`src/hw/sfcd_pkg.sv`:
```
// shared constants, types and helpers of the serial flash command decoder
// assumes: 24-bit addressing, 2 address bits above bit 15 pick one of 4 blocks
package sfcd_pkg;

   // opcodes
   localparam logic [7:0] OP_LATCH_SET = 8'h06;
   localparam logic [7:0] OP_LATCH_CLEAR = 8'h04;
   localparam logic [7:0] OP_STATUS_WRITE = 8'h01;
   localparam logic [7:0] OP_STATUS_READ = 8'h05;
   localparam logic [7:0] OP_IDENT = 8'h9F;
   localparam logic [7:0] OP_READ = 8'h03;
   localparam logic [7:0] OP_FAST_READ = 8'h0B;
   localparam logic [7:0] OP_PARAM_READ = 8'h5A;
   localparam logic [7:0] OP_SIG_READ = 8'hAB;
   localparam logic [7:0] OP_MAKER_DEV = 8'h90;
   localparam logic [7:0] OP_DUAL_READ = 8'h3B;
   localparam logic [7:0] OP_ERASE_SECTOR = 8'h20;
   localparam logic [7:0] OP_ERASE_BLOCK_A = 8'h52;
   localparam logic [7:0] OP_ERASE_BLOCK_B = 8'hD8;
   localparam logic [7:0] OP_ERASE_CHIP_A = 8'h60;
   localparam logic [7:0] OP_ERASE_CHIP_B = 8'hC7;
   localparam logic [7:0] OP_PAGE_PGM = 8'h02;
   localparam logic [7:0] OP_POWER_DOWN = 8'hB9;
   localparam logic [7:0] OP_POWER_RELEASE = 8'hAB;

   // frame lengths in bytes, opcode included, and last bit index of a byte
   localparam logic [2:0] LEN_OPCODE = 3'h1;
   localparam logic [2:0] LEN_STATUS_WRITE = 3'h2;
   localparam logic [2:0] LEN_ADDR = 3'h4;
   localparam logic [2:0] LEN_DUMMY = 3'h5;
   localparam logic [2:0] LEN_PGM_MIN = 3'h5;
   localparam logic [2:0] LEN_MAX = 3'h7;
   localparam logic [2:0] LAST_BIT = 3'h7;

   // bit-shift steps per falling edge
   localparam logic [2:0] STEP_SINGLE = 3'h1;
   localparam logic [2:0] STEP_DUAL = 3'h2;

   // block select field of the address
   localparam int BLK_MSB = 17;
   localparam int BLK_LSB = 16;
   localparam logic [2:0] BLK_COUNT = 3'h4;

   // status field positions inside the written byte
   localparam int WR_STATUS_WRITE_DISABLE_POS = 7;
   localparam int WR_BP_MSB = 3;
   localparam int WR_BP_LSB = 2;

   // reset values
   localparam logic [1:0] BP_RESET = 2'h3;
   localparam logic STATUS_WRITE_DISABLE_RESET = 1'b0;

   // identity bytes: values are arbitrary
   localparam logic [7:0] ID_MAKER = 8'h5C;
   localparam logic [7:0] ID_TYPE = 8'h21;
   localparam logic [7:0] ID_DENSITY = 8'h12;
   localparam logic [7:0] ID_SIGNATURE = 8'h11;

   typedef struct packed {
      logic status_write_disable;
      logic [2:0] zero;
      logic [1:0] bp;
      logic write_enable_latch;
      logic busy;
   } sfcd_status_t;

   typedef enum logic [2:0] {
      OPK_NONE = 3'h0,
      OPK_STATUS = 3'h1,
      OPK_SECTOR = 3'h2,
      OPK_BLOCK = 3'h3,
      OPK_CHIP = 3'h4,
      OPK_PAGE = 3'h5
   } sfcd_op_kind_t;

   typedef struct packed {
      sfcd_op_kind_t kind;
      logic [23:0] addr;
   } sfcd_op_t;

   typedef enum logic [1:0] {
      PH_IDLE = 2'h0,
      PH_IN = 2'h1,
      PH_OUT = 2'h3,
      PH_IGNORE = 2'h2
   } sfcd_phase_t;

   // byte index at which output starts, 0 for no output
   function automatic logic [2:0] sfcd_data_start(input logic [7:0] op);
      logic [2:0] r;
      r = 3'h0;
      unique case (op)
         OP_STATUS_READ, OP_IDENT: r = LEN_OPCODE;
         OP_READ, OP_SIG_READ, OP_MAKER_DEV: r = LEN_ADDR;
         OP_FAST_READ, OP_PARAM_READ, OP_DUAL_READ: r = LEN_DUMMY;
         default: r = 3'h0;
      endcase
      return r;
   endfunction : sfcd_data_start

   function automatic logic sfcd_known(input logic [7:0] op);
      logic r;
      r = 1'b0;
      unique case (op)
         OP_LATCH_SET, OP_LATCH_CLEAR, OP_STATUS_WRITE, OP_STATUS_READ,
         OP_IDENT, OP_READ, OP_FAST_READ, OP_PARAM_READ, OP_SIG_READ,
         OP_MAKER_DEV, OP_DUAL_READ, OP_ERASE_SECTOR, OP_ERASE_BLOCK_A,
         OP_ERASE_BLOCK_B, OP_ERASE_CHIP_A, OP_ERASE_CHIP_B, OP_PAGE_PGM,
         OP_POWER_DOWN: r = 1'b1;
         default: r = 1'b0;
      endcase
      return r;
   endfunction : sfcd_known

   // level 1 covers block 3, level 2 blocks 2-3, level 3 all
   function automatic logic sfcd_protected(input logic [1:0] bp,
                                           input logic [1:0] blk);
      return (bp == 2'h3) ||
             ((bp != 2'h0) && ({1'b0, blk} >= (BLK_COUNT - {1'b0, bp})));
   endfunction : sfcd_protected

endpackage : sfcd_pkg

```
`src/hw/sfcd_top.sv`:
```
// command decoder and status register of a serial flash device
// assumes: array engine on i_clk runs erase and program jobs and answers
// with i_op_done; array and table data valid on i_rd_data for o_rd_addr
// within two clocks; serial clock at most i_clk/8
//
// Overview of operation
// - opcode 06h sets the write enable latch
// - opcode 04h clears the write enable latch
// - latch clears at reset, on 04h and when write jobs complete
// - program, erase and status write are refused while the latch is 0
// - 05h returns the status byte at any time except in power-down, repeated while clocked
// - status bit 0 is busy while a program, erase or status job runs
// - status bit 1 shows the write enable latch
// - bits 3:2 protect blocks; chip erase needs both zero
// - protect bits change only through status write 01h
// - disable bit 7 with write-protect low refuses status writes
// - 03h takes three address bytes, 0Bh one dummy more; data streams
// - 9Fh returns maker byte then two device bytes, no address
// - 5Ah takes address and dummy; ABh takes three ignored bytes
// - 90h takes two ignored bytes and a select; 00h maker first
// - 3Bh takes address and dummy, then streams two bits per clock
// - 20h is sector erase, 52h and D8h block erase, with address
// - 60h or C7h is chip erase with no address
// - 02h programs with address and data; B9h and ABh are opcode only
// - inputs sampled on rising, outputs shifted on falling serial edge
// - write and power commands need deselect on a byte boundary
// - status write takes only bits 7 and 3:2 of the written byte and sets bit 0 busy
`timescale 1ns/1ps
`default_nettype none

module sfcd_top (
   input wire logic i_clk, // system clock, 50 MHz
   input wire logic i_rstn, // synchronous reset, active low
   input wire logic i_cs_n, // chip select pin, active low
   input wire logic i_sclk, // serial clock pin
   input wire logic i_sio0, // data input pin level
   input wire logic i_wp_n, // write protect pin, active low
   input wire logic [7:0] i_rd_data, // array or table byte at o_rd_addr
   input wire logic i_op_done, // array job finished, one-cycle pulse
   output logic o_sio0, // data line 0 output value
   output logic o_sio0_oe, // data line 0 driven
   output logic o_sio1, // data line 1 output value
   output logic o_sio1_oe, // data line 1 driven
   output logic [23:0] o_rd_addr, // read address
   output logic o_rd_space, // 1 selects the parameter table
   output logic [7:0] o_pgm_data, // program data byte
   output logic o_pgm_valid, // program data strobe
   output sfcd_pkg::sfcd_op_t o_op, // job kind and address
   output logic o_op_start, // job start pulse
   output sfcd_pkg::sfcd_status_t o_status, // status register
   output logic o_power_down // deep power-down state
);
   import sfcd_pkg::*;

   ////////////////////////////////////////////////////////////////////////
   // pin synchronisers and edge detection

   logic cs_s;
   logic sclk_s;
   logic si_s;
   logic wp_s;

   sfcd_sync #(
      .W(4),
      .RST_VAL(4'b1001)
   ) u_sync (
      .i_clk(i_clk),
      .i_rstn(i_rstn),
      .i_async({i_cs_n, i_sclk, i_sio0, i_wp_n}),
      .o_sync({cs_s, sclk_s, si_s, wp_s})
   );

   logic sclk_q;
   logic cs_q;
   logic sclk_rise;
   logic sclk_fall;
   logic cs_rise;

   assign sclk_rise = sclk_s & ~sclk_q;
   assign sclk_fall = ~sclk_s & sclk_q;
   assign cs_rise = cs_s & ~cs_q;

   ////////////////////////////////////////////////////////////////////////
   // status register

   logic status_write_disable;
   logic [1:0] bp;
   logic write_enable_latch;
   logic busy;
   logic pdown;
   sfcd_op_t op;
   logic op_start;
   sfcd_status_t status;

   always_comb begin
      status.status_write_disable = status_write_disable;
      status.zero = 3'h0;
      status.bp = bp;
      status.write_enable_latch = write_enable_latch;
      status.busy = busy;
   end

   ////////////////////////////////////////////////////////////////////////
   // frame state

   sfcd_phase_t phase;
   logic [2:0] in_bits;
   logic [2:0] byte_cnt;
   logic [6:0] rx;
   logic [7:0] opcode;
   logic [23:0] addr;
   logic [2:0] out_bits;
   logic [1:0] out_idx;
   logic [7:0] tx;
   logic so0;
   logic so1;
   logic [7:0] pgm_data;
   logic pgm_valid;

   sfcd_phase_t next_phase;
   logic [2:0] next_in_bits;
   logic [2:0] next_byte_cnt;
   logic [6:0] next_rx;
   logic [7:0] next_opcode;
   logic [23:0] next_addr;
   logic [2:0] next_out_bits;
   logic [1:0] next_out_idx;
   logic [7:0] next_tx;
   logic next_so0;
   logic next_so1;
   logic [7:0] next_pgm_data;
   logic next_pgm_valid;

   logic [7:0] byte_in;
   logic [7:0] src_byte;
   logic [7:0] word;
   logic dual;
   logic [2:0] step;
   logic accept;
   logic target_prot;

   assign byte_in = {rx, si_s};
   assign dual = (opcode == OP_DUAL_READ);
   assign step = dual ? STEP_DUAL : STEP_SINGLE;
   assign target_prot = sfcd_protected(bp, addr[BLK_MSB:BLK_LSB]);

   // busy lets only status reads through; power-down only the release
   always_comb begin
      if (pdown) begin
         accept = (byte_in == OP_POWER_RELEASE);
      end else if (busy) begin
         accept = (byte_in == OP_STATUS_READ);
      end else begin
         accept = sfcd_known(byte_in);
      end
   end

   // byte to shift out next
   always_comb begin
      src_byte = i_rd_data;
      unique case (opcode)
         OP_STATUS_READ: src_byte = status;
         OP_IDENT: begin
            unique case (out_idx)
               2'h0: src_byte = ID_MAKER;
               2'h1: src_byte = ID_TYPE;
               2'h2: src_byte = ID_DENSITY;
               default: src_byte = 8'h00;
            endcase
         end
         OP_SIG_READ: src_byte = ID_SIGNATURE;
         OP_MAKER_DEV: begin
            src_byte = (out_idx[0] ^ addr[0]) ? ID_SIGNATURE : ID_MAKER;
         end
         default: src_byte = i_rd_data;
      endcase
   end

   always_comb begin
      next_phase = phase;
      next_in_bits = in_bits;
      next_byte_cnt = byte_cnt;
      next_rx = rx;
      next_opcode = opcode;
      next_addr = addr;
      next_out_bits = out_bits;
      next_out_idx = out_idx;
      next_tx = tx;
      next_so0 = so0;
      next_so1 = so1;
      next_pgm_data = pgm_data;
      next_pgm_valid = 1'b0;
      word = tx;
      if (cs_s) begin
         next_phase = PH_IDLE;
         next_in_bits = 3'h0;
         next_byte_cnt = 3'h0;
      end else begin
         if (phase == PH_IDLE) begin
            next_phase = PH_IN;
         end
         if (sclk_rise) begin
            next_rx = byte_in[6:0];
            next_in_bits = 3'(in_bits + 3'h1);
            if (in_bits == LAST_BIT) begin
               if (byte_cnt != LEN_MAX) begin
                  next_byte_cnt = 3'(byte_cnt + 3'h1);
               end
               if (byte_cnt == 3'h0) begin
                  next_opcode = byte_in;
                  next_out_bits = 3'h0;
                  next_out_idx = 2'h0;
                  if (!accept) begin
                     next_phase = PH_IGNORE;
                  end else if (sfcd_data_start(byte_in) == LEN_OPCODE) begin
                     next_phase = PH_OUT;
                  end else begin
                     next_phase = PH_IN;
                  end
               end else if (phase != PH_IGNORE && phase != PH_OUT) begin
                  if (byte_cnt < LEN_ADDR) begin
                     next_addr = {addr[15:0], byte_in};
                  end
                  if (opcode == OP_PAGE_PGM && byte_cnt >= LEN_ADDR) begin
                     next_pgm_data = byte_in;
                     next_pgm_valid = write_enable_latch & ~target_prot;
                  end
                  if (sfcd_data_start(opcode) == 3'(byte_cnt + 3'h1)) begin
                     next_phase = PH_OUT;
                  end
               end
            end
         end
         if (sclk_fall && phase == PH_OUT) begin
            if (out_bits == 3'h0) begin
               word = src_byte;
               if (out_idx != 2'h3) begin
                  next_out_idx = 2'(out_idx + 2'h1);
               end
               if (opcode != OP_STATUS_READ && opcode != OP_IDENT &&
                   opcode != OP_SIG_READ && opcode != OP_MAKER_DEV) begin
                  next_addr = 24'(addr + 24'h00_0001); // wraps to zero
               end
            end
            next_so1 = word[7];
            if (dual) begin
               next_so0 = word[6];
               next_tx = {word[5:0], 2'b00};
            end else begin
               next_tx = {word[6:0], 1'b0};
            end
            next_out_bits = 3'(out_bits + step);
         end
      end
      if (!i_rstn) begin
         next_phase = PH_IDLE;
         next_in_bits = 3'h0;
         next_byte_cnt = 3'h0;
         next_rx = 7'h00;
         next_opcode = 8'h00;
         next_addr = 24'h00_0000;
         next_out_bits = 3'h0;
         next_out_idx = 2'h0;
         next_tx = 8'h00;
         next_so0 = 1'b0;
         next_so1 = 1'b0;
         next_pgm_data = 8'h00;
         next_pgm_valid = 1'b0;
      end
   end

   always_ff @(posedge i_clk) begin
      phase <= next_phase;
      in_bits <= next_in_bits;
      byte_cnt <= next_byte_cnt;
      rx <= next_rx;
      opcode <= next_opcode;
      addr <= next_addr;
      out_bits <= next_out_bits;
      out_idx <= next_out_idx;
      tx <= next_tx;
      so0 <= next_so0;
      so1 <= next_so1;
      pgm_data <= next_pgm_data;
      pgm_valid <= next_pgm_valid;
   end

   ////////////////////////////////////////////////////////////////////////
   // command completion at deselect

   logic next_status_write_disable;
   logic [1:0] next_bp;
   logic next_wel;
   logic next_busy;
   logic next_pdown;
   sfcd_op_t next_op;
   logic next_op_start;
   logic next_sclk_q;
   logic next_cs_q;
   logic commit;
   logic hw_locked;

   // only accepted frames ending on a byte boundary may commit
   assign commit = cs_rise && phase == PH_IN && in_bits == 3'h0;
   assign hw_locked = status_write_disable & ~wp_s;

   always_comb begin
      next_status_write_disable = status_write_disable;
      next_bp = bp;
      next_wel = write_enable_latch;
      next_busy = busy;
      next_pdown = pdown;
      next_op = op;
      next_op_start = 1'b0;
      next_sclk_q = sclk_s;
      next_cs_q = cs_s;
      if (i_op_done && busy) begin
         next_busy = 1'b0;
         next_wel = 1'b0;
      end
      if (commit) begin
         unique case (opcode)
            OP_LATCH_SET: begin
               if (byte_cnt == LEN_OPCODE) begin
                  next_wel = 1'b1;
               end
            end
            OP_LATCH_CLEAR: begin
               if (byte_cnt == LEN_OPCODE) begin
                  next_wel = 1'b0;
               end
            end
            OP_STATUS_WRITE: begin
               if (byte_cnt == LEN_STATUS_WRITE && write_enable_latch && !hw_locked) begin
                  next_status_write_disable = addr[WR_STATUS_WRITE_DISABLE_POS];
                  next_bp = addr[WR_BP_MSB:WR_BP_LSB];
                  next_busy = 1'b1;
                  next_op = '{kind: OPK_STATUS, addr: addr};
                  next_op_start = 1'b1;
               end
            end
            OP_ERASE_SECTOR, OP_ERASE_BLOCK_A, OP_ERASE_BLOCK_B: begin
               if (byte_cnt == LEN_ADDR && write_enable_latch && !target_prot) begin
                  next_busy = 1'b1;
                  next_op.kind = (opcode == OP_ERASE_SECTOR) ?
                                 OPK_SECTOR : OPK_BLOCK;
                  next_op.addr = addr;
                  next_op_start = 1'b1;
               end
            end
            OP_ERASE_CHIP_A, OP_ERASE_CHIP_B: begin
               if (byte_cnt == LEN_OPCODE && write_enable_latch && bp == 2'h0) begin
                  next_busy = 1'b1;
                  next_op = '{kind: OPK_CHIP, addr: 24'h00_0000};
                  next_op_start = 1'b1;
               end
            end
            OP_PAGE_PGM: begin
               if (byte_cnt >= LEN_PGM_MIN && write_enable_latch && !target_prot) begin
                  next_busy = 1'b1;
                  next_op = '{kind: OPK_PAGE, addr: addr};
                  next_op_start = 1'b1;
               end
            end
            OP_POWER_DOWN: begin
               if (byte_cnt == LEN_OPCODE) begin
                  next_pdown = 1'b1;
               end
            end
            default: begin
            end
         endcase
      end
      // release: any ABh frame not ignored that ends on a byte boundary
      if (cs_rise && phase != PH_IGNORE && opcode == OP_POWER_RELEASE &&
          byte_cnt != 3'h0 && in_bits == 3'h0) begin
         next_pdown = 1'b0;
      end
      if (!i_rstn) begin
         next_status_write_disable = STATUS_WRITE_DISABLE_RESET;
         next_bp = BP_RESET;
         next_wel = 1'b0;
         next_busy = 1'b0;
         next_pdown = 1'b0;
         next_op = '{kind: OPK_NONE, addr: 24'h00_0000};
         next_op_start = 1'b0;
         next_sclk_q = 1'b0;
         next_cs_q = 1'b1;
      end
   end

   always_ff @(posedge i_clk) begin
      status_write_disable <= next_status_write_disable;
      bp <= next_bp;
      write_enable_latch <= next_wel;
      busy <= next_busy;
      pdown <= next_pdown;
      op <= next_op;
      op_start <= next_op_start;
      sclk_q <= next_sclk_q;
      cs_q <= next_cs_q;
   end

   ////////////////////////////////////////////////////////////////////////
   // outputs

   assign o_sio1 = so1;
   assign o_sio0 = so0;
   assign o_sio1_oe = (phase == PH_OUT) & ~cs_s;
   assign o_sio0_oe = (phase == PH_OUT) & ~cs_s & dual;
   assign o_rd_addr = addr;
   assign o_rd_space = (opcode == OP_PARAM_READ);
   assign o_pgm_data = pgm_data;
   assign o_pgm_valid = pgm_valid;
   assign o_op = op;
   assign o_op_start = op_start;
   assign o_status = status;
   assign o_power_down = pdown;

endmodule : sfcd_top

`default_nettype wire

```
`src/hw/sfcd_sync.sv`:
```
// two-flop synchroniser for a group of asynchronous inputs
// assumes: bits are independent levels; reset value given per bit
`timescale 1ns/1ps
`default_nettype none

module sfcd_sync #(
   parameter int W = 1,
   parameter logic [W-1:0] RST_VAL = '0
) (
   input wire logic i_clk, // system clock
   input wire logic i_rstn, // synchronous reset, active low
   input wire logic [W-1:0] i_async, // inputs from another domain
   output logic [W-1:0] o_sync // synchronised levels
);

   logic [W-1:0] meta;
   logic [W-1:0] next_meta;
   logic [W-1:0] next_sync;

   always_comb begin
      next_meta = i_async;
      next_sync = meta;
      if (!i_rstn) begin
         next_meta = RST_VAL;
         next_sync = RST_VAL;
      end
   end

   always_ff @(posedge i_clk) begin
      meta <= next_meta;
      o_sync <= next_sync;
   end

endmodule : sfcd_sync

`default_nettype wire

```
`config.mk`:
```
export PLATFORM = sky130hd
export DESIGN_NAME = sfcd_top
export DESIGN_NICKNAME = d
export VERILOG_FILES = /design/src/hw/sfcd_pkg.sv /design/src/hw/sfcd_top.sv /design/src/hw/sfcd_sync.sv
export SDC_FILE = /design/constraint.sdc
export NUM_CORES = 1
export LEC_CHECK = 0
export ABC_AREA = 1
export CAP_MARGIN = 20
export CORE_MARGIN = 8
export CORE_UTILIZATION = 40
export CTS_BUF_LIST = sky130_fd_sc_hd__clkbuf_4 sky130_fd_sc_hd__clkbuf_8
export DETAILED_ROUTE_END_ITERATION = 10
export DONT_BUFFER_PORTS = 1
export GPL_TIMING_DRIVEN = 0
export PLACE_DENSITY = 0.65
export SLEW_MARGIN = 5
export SYNTH_ARGS = -nofsm -noshare
export SYNTH_HDL_FRONTEND = slang
export SYNTH_HIERARCHICAL = 1
export SYNTH_SLANG_ARGS = --single-unit
```
`constraint.sdc`:
```
create_clock -name i_clk -period 2.35 [get_ports i_clk]
set_clock_uncertainty 0.2 [all_clocks]
set_input_delay 0.1175 -clock i_clk [delete_from_list [all_inputs] [get_ports i_clk]]
set_output_delay 0.1175 -clock i_clk [all_outputs]
set_load 0.01 [all_outputs]
```
* Word level (Yosys, flattened, before mapping)
Index checks and enable logic that the tools add are counted.
** Storage, ports and cells
- Register bits :: 115
- Input port bits :: 15
- Output and inout port bits :: 75
- Word-level logic and storage cells :: 244
** Operators by class
- Add/sub/neg operators :: 6
- Order comparisons :: 4
- Eq/ne operators :: 59
- Mux-type cells :: 70
- Bitwise operators :: 20
- Reductions and logical operators :: 60
** Operators with widths (number)
- 24-bit 2-to-1 mux :: 8
- 27-bit 2-to-1 mux :: 4
- 27-bit case mux with 4 select lines :: 1
- 8-bit equality test, second input constant :: 12
- 8-bit by 3-bit equality test with 1-bit output, second input constant :: 6
- 8-bit by 7-bit equality test with 1-bit output, second input constant :: 6
- 3-bit 2-to-1 mux :: 14
- 8-bit by 2-bit equality test with 1-bit output, second input constant :: 4
- 8-bit by 6-bit equality test with 1-bit output, second input constant :: 4
- 8-bit case mux with 4 select lines :: 1
- 2-bit 2-to-1 mux :: 15
- 24-bit by 1-bit adder with 24-bit output, second input constant :: 1
- 8-bit inequality test, second input constant :: 3
- 1-bit logical AND :: 22
- 7-bit case mux with 3 select lines :: 1
- 1-bit 2-to-1 mux :: 18
- 3-bit case mux with 3 select lines :: 2
- 18-bit OR reduction :: 1
- 8-bit by 1-bit equality test with 1-bit output, second input constant :: 2
- 8-bit by 4-bit equality test with 1-bit output, second input constant :: 2
- 8-bit 2-to-1 mux :: 2
- 3-bit OR reduction :: 5
- 2-bit inequality test, second input constant :: 6
- 1-bit inverter :: 12
- other kinds (34) :: 67

* Longest topological paths before layout
- Word-level depth :: 16
- Depth in mapped cells :: 15
- Gate-level depth less buffers :: 15

* Cells and area by module
The synthesis kept the hierarchy.
** Modules (own cells, without submodules)
- sfcd_top :: times used 1, cells an instance 1020, area an instance 6510.0 µm², seq. area each 2122.0 µm²
- sfcd_sync :: times used 1, cells an instance 25, area an instance 225.2 µm², seq. area each 160.2 µm²

* Worst setup path before layout
OpenSTA, ideal clock, no wires.
- Path type :: reg-to-reg
- From :: register bp[0]
- To :: register op, in the netlist o_op[10]
- Library setup time :: 0.113 ns
- Arrival :: 2.090 ns
- Data required time :: 2.037 ns
- Slack :: -0.053 ns
- Cell stages (with the launch flop) :: 14
- Path buffers :: 1
- Clock period less this slack :: 2.403 ns
- Cells stage by stage :: dfxtp_1 -> inv_1 -> ha_1 -> inv_1 -> ha_1 -> a21oi_1 -> o21bai_1 -> o21ai_1 -> nand2_1 -> nor2_4 -> buf_2 -> nand3_1 -> nand2_1 -> nor2_1
** On the way
- Cells in the longest elaborated chain, start to end :: 8
- Elaborated cells between the ends (all ways) :: 15
- Classes of those cells :: 1 x add/sub; 1 x order compare; 4 x eq/ne; 9 x reduce/logical
** Ends and longest elaborated chain
- from (decl) :: line sfcd_top.sv:87 : logic [1:0] bp;
- from (signal assigned) :: line sfcd_top.sv:394 : bp <= next_bp;
- 3-bit by 2-bit subtractor with 3-bit output :: line sfcd_pkg.sv:119 : ((bp != 2'h0) && ({1'b0, blk} >= (BLK_COUNT - {1'b0, bp})));
- 2-bit by 3-bit >= comparator with 1-bit output :: line sfcd_pkg.sv:119
- 1-bit logical AND :: line sfcd_pkg.sv:119
- 1-bit logical OR :: line sfcd_pkg.sv:118 : return (bp == 2'h3) ||
- 1-bit logical NOT :: line sfcd_top.sv:343, sfcd_top.sv:359
- 1-bit logical AND (on tied branches) :: line sfcd_top.sv:343, sfcd_top.sv:359
- 2-bit inequality test (no line) or 2-bit by 1-bit inequality test with 1-bit output (tied branches)
- 6-bit AND reduction (no line) (*)
- to (signal assigned) :: line sfcd_top.sv:398 : op <= next_op;
- to (decl) :: line sfcd_top.sv:91 : sfcd_op_t op;
Every way passes the cells marked *; elsewhere a longest branch is shown, timed or not.
A chain may end at the register's enable or synchronous reset.

* Final worst setup path
- From :: register bp[0]
- To :: register op, in the netlist o_op[21]
The elaborated chain is that of the path after synthesis.

==> flow_summary_export.csv <==
group,metric,value,unit
status,outcome,"complete, but fails checks",
status,violations,"negative setup slack",
setup_path,cp_common_cell,"nand2_2",
logic_synthesis,synth_top_area_cell,"dfxtp_1",
logic_synthesis,avgSynthCellArea,6.45,sq um
timing,max_freq,418,MHz
setup_path,r2r_end,"o_op[21]$_SDFFE_PN0P_",
drt,vias,6843,
die,dieArea,0.0212,sq mm
clock_network,clk_pin_slew,70,ps
clock_network,clk_path_buf_depth,2,
clock_network,clock_sinks,114,
finish,syn_to_final_growth,19.6,%
drt,wirelength,21.1,mm
setup_path,startpoint,"bp[0]$_SDFFE_PN1P_",
setup_path,reg2reg_setup_slack,-40,ps
clock_network,clk_latency,450,ps
timing,post-route-min-period,2390,ps
setup_path,slowest_stage,"dfxtp_4",
power_and_ir_drop,p_sw,0.000928,W
logic_synthesis,synth-seq-cells,114,
logic_synthesis,synth_cells,1045,
timing,rsz0062_at_grt,"yes",
place,gp_congestion,0.926,
power_and_ir_drop,p_int,0.00335,W
setup_path,cp-endpoint,"o_op[21]$_SDFFE_PN0P_",
logic_synthesis,synth_area_leaders,"dfxtp_1 34%, nand2_1 15%, nor2_1 8.8%",
setup_path,cp.arrival,2540,ps
finish,final_layout_size_suffix_gt1_share,16.4,%
die,core-area,0.0165,sq mm
power_and_ir_drop,power_density,531,mW/mm^2
setup_path,cp.depth,15,
logic_synthesis,ys_types,43,
die,dieWidth,146,um
drt,via_per_inst,5.15,
setup_path,required,2500,ps
job,max_cap_violations,0,
logic_synthesis,synth_most_common_cell,"nand2_1",
setup_path,crit_path_max_fanout,6,
setup_path,reg2reg_depth,15,
die,num_rows,47,
clock_network,cts-root-buf,"clkbuf_8",
place,dp_hpwl,15.3,mm
logic_synthesis,ys.flop_type,"dfxtp_1",
drt,dr.pass1.iters,6,
power_and_ir_drop,p_leak,3.33,nW
logic_synthesis,yosys_warnings,6,
drt,drt_first_iter_violations,628,
finish,nets,1135,
global_route,antenna_found_initial,0,
clock_network,htreeDepth,4,
place,io_buffers,0,
timing,setup_ws,-45.0,ps
finish,fin_cells,1330,
setup_path,cp_num_buf_inv,3,
setup_path,max_stage_delay,420,ps
drt,wire_per_inst,15.9,um
timing,relSlewSlack,57.1,%
setup_path,cp_cell_sequence,"inv_4, ha_4, inv_2, ha_4, nand2_2, a21oi_2, nor2_1, nand2_1, nand2_2, nand2_2, nor2_4, buf_4, nand3_1, nand2_1, nor2_1",
global_route,grt_pass1_vias,6323,
logic_synthesis,syn_area,0.00674,sq mm
die,io_pins,90,
clock_network,cts_buffers,17,
global_route,grt_max_degree,17,
global_route,grt_pass1_wl,33.4,mm
power_and_ir_drop,seq_power_share,45.4,%
power_and_ir_drop,max-vdd-ir-drop,0.371,mV
logic_synthesis,synthArstFlopShare,0,%
timing,hold_violations,0,
logic_synthesis,ys_seq_area_share,33.9,%
logic_synthesis,synth_edf_count,0,
setup_path,worst-setup-path-type,"reg -> reg",
setup_path,cp_top_family,"simple AND/OR/NAND/NOR gates",
place,dp.cells,1267,
logic_synthesis,netlist.area_leader.share,33.9,%
timing,fin_setup_tns,-657,ps
timing,finalMaxSlewViolations,0,
power_and_ir_drop,comb_power_share,3.5,%
logic_synthesis,yosys-top-cells-count,"267 x nand2_1, 158 x nor2_1, 114 x dfxtp_1, 101 x inv_1, 84 x o21ai_0",
finish,n_antenna_cell,0,
die,start_util,40.8,%
setup_path,cp-end-kind,"flip-flop",
finish,fillers,1691,
worst_hold_path,hold_class,"reg -> reg",
setup_path,worstReg2RegStart,"bp[0]$_SDFFE_PN1P_",
clock_network,cts_tree,"yes",
timing,worst_pin_slew,644,ps
die,fp.dieH,146,um
power_and_ir_drop,pwr-share-clk,51.1,%
drt,drc_errors,0,
setup_path,worst_setup_path_start_kind,"flip-flop",
drt,ant_nets,0,
finish,ff_latch_area,0.00231,sq mm
timing,setup_viol,26,
finish,multi_input_area,0.00399,sq mm
global_route,grt_overflow,0,
timing,fin_crit_sh,102,%
power_and_ir_drop,sw_frac_of_total,21.7,%
global_route,grt_use_total,19.5,%
## how the worst min path moves through the flow
stage,from,end,depth (start not counted)
after floorplan,i_wp_n,u_sync/meta[0]$_SDFF_PN1_,2
after global placement,i_cs_n,u_sync/meta[3]$_SDFF_PN1_,2
after detailed placement,i_cs_n,u_sync/meta[3]$_SDFF_PN1_,2
after CTS,u_sync/meta[3]$_SDFF_PN1_,u_sync/o_sync[3]$_SDFF_PN1_,2
after global routing,u_sync/meta[0]$_SDFF_PN1_,u_sync/o_sync[0]$_SDFF_PN1_,2
final,u_sync/meta[2]$_SDFF_PN0_,u_sync/o_sync[2]$_SDFF_PN0_,2
## power groups by stage
stage / Sequential [W] / Clock (W) / Combinational, W
final: 0.00194 / 0.00218 / 0.000150
after global routing: 0.00194 / 0.00229 / 0.000167
after CTS: 0.00194 / 0.00220 / 0.000146
after detailed placement: 0.00199 / 0 / 0.000122
after global placement: 0.00199 / 0 / 0.000122
after floorplan: 0.00199 / 0 / 0.0000860
## layout make-up
| type | instances | area share [%] |
|---|---|---|
| plain buffers | 46 | 3.67 |
| clock buffers | 18 | 3.00 |
| clock inverters | 11 | 2.63 |
| inverters | 111 | 5.21 |
| multi-input cells | 776 | 49.5 |
| flip-flops and latches | 114 | 28.7 |
| well taps | 220 | 3.42 |
| repair buffers | 34 | 3.87 |
## cell families (layout without fill, tap and decap cells)
family | after synthesis | after routing | share of synthesized area [%]
buffers and inverters | 157 | 220 | 10.1
other | 1 | 3 | 0.0557
AOI/OAI and AO/OA | 180 | 180 | 14.5
xor gates and xnor gates | 13 | 13 | 1.69
adders and majority gates | 20 | 20 | 3.83
and+or+nand+nor | 560 | 560 | 35.9
DFF | 114 | 114 | 33.9
## cells in the final DEF (no fill, tap or decap), drive strengths merged, types with 2 or more instances in the layout
cell type,instances
nand2,277
nor2,172
dfxtp,114
inv,109
o21ai,96
nand3,81
a21oi,56
buf,45
clkbuf,35
ha,19
dlygate4sd3,18
xor2,13
nor3,13
o211ai,10
o22ai,8
nand4,7
bufinv,6
clkinv,6
nor4,5
a31oi,4
or2,3
conb,3
nand3b,2
o21bai,2
## tightest hold or removal path, delay by kind of cell, from the launching register on
family	cells	cell delay (ps)
flip-flops	1	300
AND/OR/NAND/NOR	1	40
buffers and inverters	1	30
## sequential cells by signal, indices dropped and copies added (netlist names), 2 cells and up
signal         cells
o_op              27
o_rd_addr         24
o_pgm_data         8
opcode             8
rx                 7
tx                 7
u_sync/meta        4
u_sync/o_sync      4
byte_cnt           3
in_bits            3
out_bits           3
bp                 2
out_idx            2
phase              2
## per-stage QoR
step	utilization (%)	power [W]	setup slack, ps	cell area (sq um)	hold slack [ps]
floorplan	-	0.00208	12.3	6750	2.32
global placement	42.5	0.00211	-376	7020	5.21
detailed placement	42.5	0.00211	-374	7020	10.1
CTS	47.1	0.00429	-26.0	7790	203
global route	48.7	0.00440	-203	8050	216
finish	48.7	0.00428	-45.0	8050	204
## repair_timing
action,in CTS,in global routing
setup buffers,5,9
endpoints found under the hold margin,21,0
resized for setup,26,62
hold buffers,18,0
pin swaps,9,13
cloned,1,1
setup endpoints to repair,36,70
## metal layers
layer	vias up	share of wire (%)	GRT usage, %
met5	-	0	0
met4	0	3.2	9.21
met3	45	9.2	5.35
met2	253	44	29.8
met1	3083	44	25.0
li1	3462	-	-
No activity file was read; power rests on OpenSTA's default activity.
